<file path="config.mk">
export PLATFORM = sky130hd
export DESIGN_NAME = mqaf_top
export DESIGN_NICKNAME = d
export VERILOG_FILES = /design/src/hdl/mqaf_pkg.sv /design/src/hdl/mqaf_fifo.sv /design/src/hdl/mqaf_top.sv
export SDC_FILE = /design/constraint.sdc
export NUM_CORES = 2
export LEC_CHECK = 0
export BUFFER_PORTS_ARGS = -buffer_cell sky130_fd_sc_hd__buf_2
export CORE_ASPECT_RATIO = 1.75
export CORE_MARGIN = 3
export CORE_UTILIZATION = 35
export DETAILED_ROUTE_END_ITERATION = 8
export PLACE_DENSITY = 0.54
export RECOVER_POWER = 100
export SLEW_MARGIN = 25
export SYNTH_ARGS = -nofsm -noshare
export SYNTH_HDL_FRONTEND = slang
export SYNTH_SLANG_ARGS = --single-unit
</file>
<file path="constraint.sdc">
create_clock -name clock_i -period 29.2 [get_ports clock_i]
set_input_delay 2.92 -clock clock_i [delete_from_list [all_inputs] [get_ports clock_i]]
set_output_delay 2.92 -clock clock_i [all_outputs]
set_load 0.02 [all_outputs]
</file>
<file path="src/hdl/mqaf_pkg.sv">
package mqaf_pkg;

	localparam int NUM_QUEUES       = 32'h10;
	localparam int QUEUE_DEPTH      = 32'h400;
	localparam int DEF_OFFSET_LO    = 32'h8;
	localparam int DEF_OFFSET_HI    = 32'h80;
	localparam int STAGE_FIFO_DEPTH = 32'h20;
	localparam int FLAG_LATENCY     = 32'h2;
	localparam logic AF_N_RESET     = 1'h1;
	localparam logic AE_N_RESET     = 1'h0;

endpackage : mqaf_pkg

</file>
<file path="src/hdl/mqaf_fifo.sv">
module mqaf_fifo #(
	parameter int WIDTH = 4,
	parameter int DEPTH = mqaf_pkg::STAGE_FIFO_DEPTH
) (
	input  wire logic             clock_i,
	input  wire logic             rst_i,
	input  wire logic             in_valid_i,
	output logic                  in_ready_o,
	input  wire logic [WIDTH-1:0] in_data_i,
	output logic                  out_valid_o,
	input  wire logic             out_ready_i,
	output logic [WIDTH-1:0]      out_data_o
);

	localparam int AW = $clog2(DEPTH);

	typedef struct packed {
		logic [DEPTH-1:0][WIDTH-1:0] mem;
		logic [AW-1:0]               wptr;
		logic [AW-1:0]               rptr;
		logic [AW:0]                 cnt;
		logic [WIDTH-1:0]            out_data;
		logic                        out_valid;
		logic                        in_ready;
	} mqaf_fifo_state_t;

	mqaf_fifo_state_t st_r;
	mqaf_fifo_state_t st_nxt;
	logic             push;
	logic             pop;
	logic             load;

	always_comb
	begin
		st_nxt = st_r;
		push = in_valid_i && st_r.in_ready;
		pop = st_r.out_valid && out_ready_i;
		// Output register refills from storage when empty or being drained
		load = (!st_r.out_valid || pop) && (st_r.cnt != '0);
		if (pop)
			st_nxt.out_valid = 1'h0;
		if (load)
		begin
			st_nxt.out_data = st_r.mem[st_r.rptr];
			st_nxt.out_valid = 1'h1;
			st_nxt.rptr = st_r.rptr + AW'(1);
		end
		if (push)
		begin
			st_nxt.mem[st_r.wptr] = in_data_i;
			st_nxt.wptr = st_r.wptr + AW'(1);
		end
		st_nxt.cnt = st_r.cnt + (AW+1)'(push) - (AW+1)'(load);
		st_nxt.in_ready = (st_nxt.cnt != (AW+1)'(DEPTH));
	end

	always_ff @(posedge clock_i or posedge rst_i)
	begin
		if (rst_i)
			st_r <= '0;
		else
			st_r <= st_nxt;
	end

	assign in_ready_o  = st_r.in_ready;
	assign out_valid_o = st_r.out_valid;
	assign out_data_o  = st_r.out_data;

endmodule : mqaf_fifo

</file>
<file path="src/hdl/mqaf_top.sv">
module mqaf_top #(
	parameter int NUM_Q  = mqaf_pkg::NUM_QUEUES,
	parameter int DEPTH  = mqaf_pkg::QUEUE_DEPTH,
	parameter int STAGES = mqaf_pkg::STAGE_FIFO_DEPTH
) (
	input  wire logic                         clock_i,
	input  wire logic                         rst_i,
	input  wire logic [$clog2(NUM_Q)-1:0]     write_queue_addr_i,
	input  wire logic                         write_addr_strobe_i,
	input  wire logic                         write_en_i,
	output logic                              write_ready_o,
	input  wire logic [$clog2(NUM_Q)-1:0]     read_queue_addr_i,
	input  wire logic                         read_addr_strobe_i,
	input  wire logic                         read_en_i,
	input  wire logic                         default_select_i,
	input  wire logic                         prog_we_i,
	input  wire logic [$clog2(NUM_Q)-1:0]     prog_queue_i,
	input  wire logic [$clog2(DEPTH+1)-1:0]   prog_af_off_i,
	input  wire logic [$clog2(DEPTH+1)-1:0]   prog_ae_off_i,
	output logic                              almost_full_n_o,
	output logic                              almost_empty_n_o
);

	localparam int QA = $clog2(NUM_Q);
	localparam int CW = $clog2(DEPTH+1);
	localparam logic [CW-1:0] DEPTH_C  = CW'(DEPTH);
	localparam logic [CW-1:0] OFF_LO_C = CW'(mqaf_pkg::DEF_OFFSET_LO);
	localparam logic [CW-1:0] OFF_HI_C = CW'(mqaf_pkg::DEF_OFFSET_HI);

	typedef struct packed {
		logic [QA-1:0]             wq_sel;
		logic [QA-1:0]             wq_act;
		logic [QA-1:0]             rq_sel;
		logic [QA-1:0]             rq_act;
		logic [NUM_Q-1:0][CW-1:0]  cnt;
		logic [NUM_Q-1:0][CW-1:0]  af_off;
		logic [NUM_Q-1:0][CW-1:0]  ae_off;
		logic [NUM_Q-1:0]          af_n_stat;
		logic [NUM_Q-1:0]          ae_n_stat;
		logic                      af_n;
		logic                      ae_n;
		logic                      strap_done;
	} mqaf_top_state_t;

	mqaf_top_state_t st_r;
	mqaf_top_state_t st_nxt;
	logic            fifo_valid;
	logic [QA-1:0]   fifo_q;
	logic            commit;
	logic            rd_dec;

	function automatic logic af_hit(input logic [CW-1:0] cnt, input logic [CW-1:0] off);
		af_hit = (cnt >= (DEPTH_C - off));
	endfunction : af_hit

	function automatic logic ae_hit(input logic [CW-1:0] cnt, input logic [CW-1:0] off);
		ae_hit = (cnt <= off);
	endfunction : ae_hit

	// Writes are staged with the queue they were aimed at; a stalled queue backs up into the stage
	mqaf_fifo #(
		.WIDTH (QA),
		.DEPTH (STAGES)
	) u_stage (
		.clock_i     (clock_i),
		.rst_i       (rst_i),
		.in_valid_i  (write_en_i),
		.in_ready_o  (write_ready_o),
		.in_data_i   (st_r.wq_act),
		.out_valid_o (fifo_valid),
		.out_ready_i (st_r.cnt[fifo_q] != DEPTH_C),
		.out_data_o  (fifo_q)
	);

	always_comb
	begin
		st_nxt = st_r;
		commit = fifo_valid && (st_r.cnt[fifo_q] != DEPTH_C);
		rd_dec = read_en_i && (st_r.cnt[st_r.rq_act] != '0);
		// Selection takes one edge to latch and one more to become active
		if (write_addr_strobe_i)
			st_nxt.wq_sel = write_queue_addr_i;
		st_nxt.wq_act = st_r.wq_sel;
		if (read_addr_strobe_i)
			st_nxt.rq_sel = read_queue_addr_i;
		st_nxt.rq_act = st_r.rq_sel;
		for (int q = 0; q < NUM_Q; q++)
		begin
			if (commit && (fifo_q == QA'(q)))
				st_nxt.cnt[q] = st_nxt.cnt[q] + CW'(1);
			if (rd_dec && (st_r.rq_act == QA'(q)))
				st_nxt.cnt[q] = st_nxt.cnt[q] - CW'(1);
			// First register stage of each flag, kept for every queue
			st_nxt.af_n_stat[q] = !af_hit(st_r.cnt[q], st_r.af_off[q]);
			st_nxt.ae_n_stat[q] = !ae_hit(st_r.cnt[q], st_r.ae_off[q]);
		end
		// Second register stage picks the active queue
		st_nxt.af_n = st_r.af_n_stat[st_r.wq_act];
		st_nxt.ae_n = st_r.ae_n_stat[st_r.rq_act];
		// Strap is sampled on the first edge after reset release
		if (!st_r.strap_done)
		begin
			for (int q = 0; q < NUM_Q; q++)
			begin
				st_nxt.af_off[q] = default_select_i ? OFF_HI_C : OFF_LO_C;
				st_nxt.ae_off[q] = default_select_i ? OFF_HI_C : OFF_LO_C;
			end
			st_nxt.strap_done = 1'h1;
		end
		else if (prog_we_i)
		begin
			st_nxt.af_off[prog_queue_i] = prog_af_off_i;
			st_nxt.ae_off[prog_queue_i] = prog_ae_off_i;
		end
	end

	always_ff @(posedge clock_i or posedge rst_i)
	begin
		if (rst_i)
		begin
			st_r <= '0;
			st_r.af_n_stat <= {NUM_Q{mqaf_pkg::AF_N_RESET}};
			st_r.ae_n_stat <= {NUM_Q{mqaf_pkg::AE_N_RESET}};
			st_r.af_n <= mqaf_pkg::AF_N_RESET;
			st_r.ae_n <= mqaf_pkg::AE_N_RESET;
			for (int q = 0; q < NUM_Q; q++)
			begin
				st_r.af_off[q] <= OFF_LO_C;
				st_r.ae_off[q] <= OFF_LO_C;
			end
		end
		else
			st_r <= st_nxt;
	end

	assign almost_full_n_o  = st_r.af_n;
	assign almost_empty_n_o = st_r.ae_n;

	wire logic rd_on_wq  = rd_dec && (st_r.rq_act == st_r.wq_act);
	wire logic com_on_wq = commit && (fifo_q == st_r.wq_act);
	wire logic com_on_rq = commit && (fifo_q == st_r.rq_act);
	wire logic wq_hold   = (st_r.wq_sel == st_r.wq_act) && st_r.strap_done && !prog_we_i;
	wire logic rq_hold   = (st_r.rq_sel == st_r.rq_act) && st_r.strap_done && !prog_we_i;
endmodule : mqaf_top

</file>
==> results.md <==
- The pre-CTS setup slack is 22850 ps.
- The flow ran to the end, but the final reports show violations.
- After clock tree synthesis, the clock-pin slew on the worst setup and hold paths is around 60 ps.
- The combined area of all synthesized cells is roughly 49000 um^2.
- The setup slack after layout is roughly 15000 ps.
- The starting density of the core is 35.35%.
- The average detailed-routed wire length per instance is approximately 23 um.
- In the routed design, unresolved DRC markers number 0.
- The worst-case IR drop observed on VDD is 39.19 uV.
- The proportion of layout cells with a drive suffix above 1 is 9.584%.
- The cell at the root of the clock tree is clkbuf_16.
- 45 I/O pins were placed.
- The die height is about 500 um.
- The full die area is between 100000 and 150000 um^2.
- The critical path endpoint category is an async pin.
- The count of cells in the finished layout, fillers not included, comes to roughly 7000.
- Counting both buffers and inverters, the worst setup path holds a total of 5.
- The TritonCTS clock tree is built.
- Setup repair after global routing left no endpoint under its margin.
- The total congestion overflow after global routing is 0.
- Among all cell types in the netlist, the one instantiated most often is nand2_1.
- The timing-limited maximum frequency is a little over 70 MHz.
- The number of DRC markers in iteration 0 is around 2400.
- The post-synthesis async set-or-reset flop share is 100.0%.
- The checks that failed: capacitance limit, slew limit.
- The clock group share of total power is a little over a quarter.
- The detailed router placed just under 40000 vias in this run.
- The critical path startpoint category is an input pin.
- The area growth from synthesis to layout is 8.783%.
- The number of detailed-route iterations in the first pass is 5.
- On the critical path the largest part of the delay comes from buffers and inverters.
- The tool flagged a number of max-cap violations equal to 16.
- The peak per-stage delay on the critical path is between 2000 and 3000 ps.
- The endpoint arrival time on the critical path is 13320 ps.
- Setup violations remaining at the end of the flow were counted as 0.
- The most area-hungry cell type in the Yosys netlist is dfrtp_1.
- The commonest register cell after synthesis is dfrtp_1.
- The type of the setup path with the least slack is in -> async.
- The initial antenna violation count is 6.
- The level count of the clock H-tree is 3.
- The slew of the pin with the lowest slew margin is roughly 5000 ps.
- The master of the slowest instance on the critical path is clkbuf_1.
- The routability congestion estimate from global placement is 0.9058.
- Input and output buffers added on the ports amount to between 40 and 50.
- Entering global routing, the biggest net connects about 170 pins.
- The analysis attributes to cell leakage a power of about 0.022 uW.
- After detailed routing, the number of vias per cell comes to between 5 and 6.
- The top cell type's share of synthesized area is 34.87%.
- The number of hold-repair buffers added at the cts stage is 0.
- Summed over all nets, the switching power comes to 1525 uW.
- Synthesis handed over a netlist of 5294 instances.
- The design draws roughly 4000 uW.
- The minimum period implied by the final worst setup slack is approximately 14000 ps.
- Summed over all layers, the routed wires come to around 160 mm.
- The endpoint required time on the critical path is ~29000 ps.
- Yosys attributes the largest share of cell area to dfrtp_1 35%, ha_1 11%, nand2_1 7.2%.
- For this run, the total global-route usage over all layers was measured as approximately 22%.
- The number of synthesized register bits is around 730.
- After synthesis, the netlist uses around 100 different library cells.
- The first global-routing pass estimated ~240 mm of wire.
- The signal on the critical path passes through clkbuf_1 > clkinvlp_2 > clkbuf_1 > clkbuf_1 > clkbuf_1.
- The highest fanout seen on the critical path is 104.
- The TritonCTS sink count is about 730.
- The count of endpoints failing hold in the final timing report is 0.
- Of the available clock period, the critical path in the final layout requires around 48%.
- For this run, the register share of the synthesized area comes to a little under two fifths.
- The remaining antenna violation count is 0.
- The number of clock buffers added by TritonCTS is 75.
- The final worst clock skew is approximately 31 ps.
- The die is 288.3 um wide.
- Averaged over all synthesized cells, the footprint is between 9 and 10 um^2.
- Cell internal power was estimated by the tool at 2460 uW.
- The clock latency on the worst-skew pair is about 700 ps.
- The number of enable flip-flop cells after synthesis is 0.
- Detailed placement ended at an HPWL of roughly 110 mm.
- After clock tree synthesis, the setup repair step added 0 buffers.
- The via count of the first global-routing pass is around 40000.
- The number of warning messages in the yosys log is 0.
- The net count after synthesis is 5750.
- Net switching is around two fifths of the power.
- The post-placement cell count is 6922.
- The core region is 138100 um^2.
- The post-cts sizing count is 0.
- After filler insertion, the fill cell instance count of the layout stands at roughly 14000.
- In this run, flip-flops and latches consume between 30% and 40% of the power.
- Sorting the synthesized cells by how often they occur yields 938 x nand2_1, 680 x dfrtp_1, 413 x ha_1.
- The placement row count is 180.
- The summed negative setup slack over all endpoints is 0 ps.
- The clock tree buffer depth is 3.
- The max-slew violation count was between 700 and 800.
- The worst hold path belongs to the class reg -> reg.
- The share of total power dissipated in combinational logic is a little over a third.
- The net count of the finished layout is about 5600.
- Among the stages of the critical path, the cell type that occurs most often is clkbuf_1.
- Power spread over the standard cell area amounts to roughly 75 nW/um^2.
- The max-slew headroom at the worst pin is -226.6%.
power groups by stage:
| stage | registers, uW | logic, uW | clock network (uW) |
|---|---|---|---|
| 6_report | 1530 | 1410 | 1040 |
| 5_1_grt | 1550 | 1580 | 1110 |
| 4_1_cts | 1520 | 1430 | 1080 |
| 3_5_place_dp | 1540 | 1430 | 0 |
| 3_3_place_gp | 1530 | 1400 | 0 |
| 2_1_floorplan | 1340 | 1160 | 0 |
logic make-up after synthesis:
group / Yosys count / share of synthesized area (%)
other: 1 / 0.007684
AND/OR/NAND/NOR: 1990 / 19.11
buffers and inverters: 562 / 4.484
multiplexers: 274 / 7.355
adder cells (fa/ha/maj): 414 / 10.63
flip-flops: 729 / 37.50
AO/OA/AOI/OAI: 878 / 12.84
XOR/XNOR: 446 / 8.073
cell type report:
class / instances / area, um^2 / share of cell area [%]
antenna: 3 / 7.507 / 0.01414
clock buffer: 97 / 2082 / 3.921
clock inverter: 39 / 494.2 / 0.9309
inverter: 260 / 977.2 / 1.841
multi-input combinational: 4003 / 28270 / 53.26
sequential: 729 / 18310 / 34.49
tap: 1820 / 2277 / 4.289
timing repair buffer: 110 / 668.1 / 1.258
stage by stage:
| step | area [um^2] | util [%] | hold WS [ps] |
|---|---|---|---|
| global placement | 50670 | 36.71 | 359.7 |
| finish | 53090 | 38.46 | 372.5 |
| detailed placement | 50690 | 36.72 | 359.8 |
| floorplan | 48810 | - | 350.1 |
| CTS | 53270 | 38.58 | 374.9 |
| global route | 53090 | 38.45 | 392.7 |
flip-flops by register name (all words and copies together) (netlist names):
name,count
u_stage.in_ready_o,1
almost_full_n_o,1
st_nxt,8
u_stage.out_valid_o,1
st_r,569
u_stage.st_r,144
almost_empty_n_o,1
u_stage.out_data_o,4
cells in the final DEF (no fill, tap or decap), types with 11 or more instances in the layout:
cell type | synthesis | layout
buf_4 | 2 | 48
a31oi_1 | 61 | 61
dfstp_2 | 49 | 49
nand3b_1 | 30 | 30
nor3b_1 | 33 | 33
and4_1 | 11 | 11
xor2_1 | 172 | 172
or3_1 | 40 | 40
o32ai_1 | 19 | 19
and2_1 | 20 | 14
nor3_1 | 151 | 148
clkbuf_1 | 255 | 38
xnor2_1 | 271 | 271
nand2_1 | 938 | 938
o21ai_0 | 76 | 86
nor2b_1 | 52 | 51
clkinv_2 | 0 | 14
a21boi_0 | 288 | 290
mux4_2 | 52 | 52
ha_1 | 413 | 413
buf_2 | 13 | 34
mux2_2 | 147 | 144
mux2i_1 | 72 | 73
and3_1 | 65 | 65
a2111oi_0 | 12 | 12
dfrtp_1 | 680 | 676
a211oi_1 | 10 | 12
clkbuf_16 | 0 | 77
or2_2 | 15 | 15
nand3_1 | 129 | 129
o21a_1 | 216 | 216
nor2_1 | 276 | 277
nand4_1 | 93 | 93
nor4_1 | 60 | 62
inv_1 | 260 | 259
o211ai_1 | 10 | 11
a21oi_1 | 89 | 90
nand2b_1 | 15 | 15
layer usage:
layer	track usage, %	part of all wire [%]
met2	39.89	51
met4	11.34	5.6
met3	2.781	4.2
met5	0	0.013
met1	26.04	39
final timing paths:
kind                        endpoint  depth (start not counted)  slack (ps)                  start
setup / recovery             st_r[0]                          5       15190                  rst_i
setup reg to reg           st_r[503]                         17       18430  u_stage.out_data_o[1]
hold reg to reg            st_r[571]                          0         370            st_nxt[571]
max in group clock_i       st_r[503]                         17       18430  u_stage.out_data_o[1]
min in group asynchronous  st_r[347]                          2        3690                  rst_i
hold / removal             st_r[571]                          0         370            st_nxt[571]
Power figures use the tool's default switching activity.
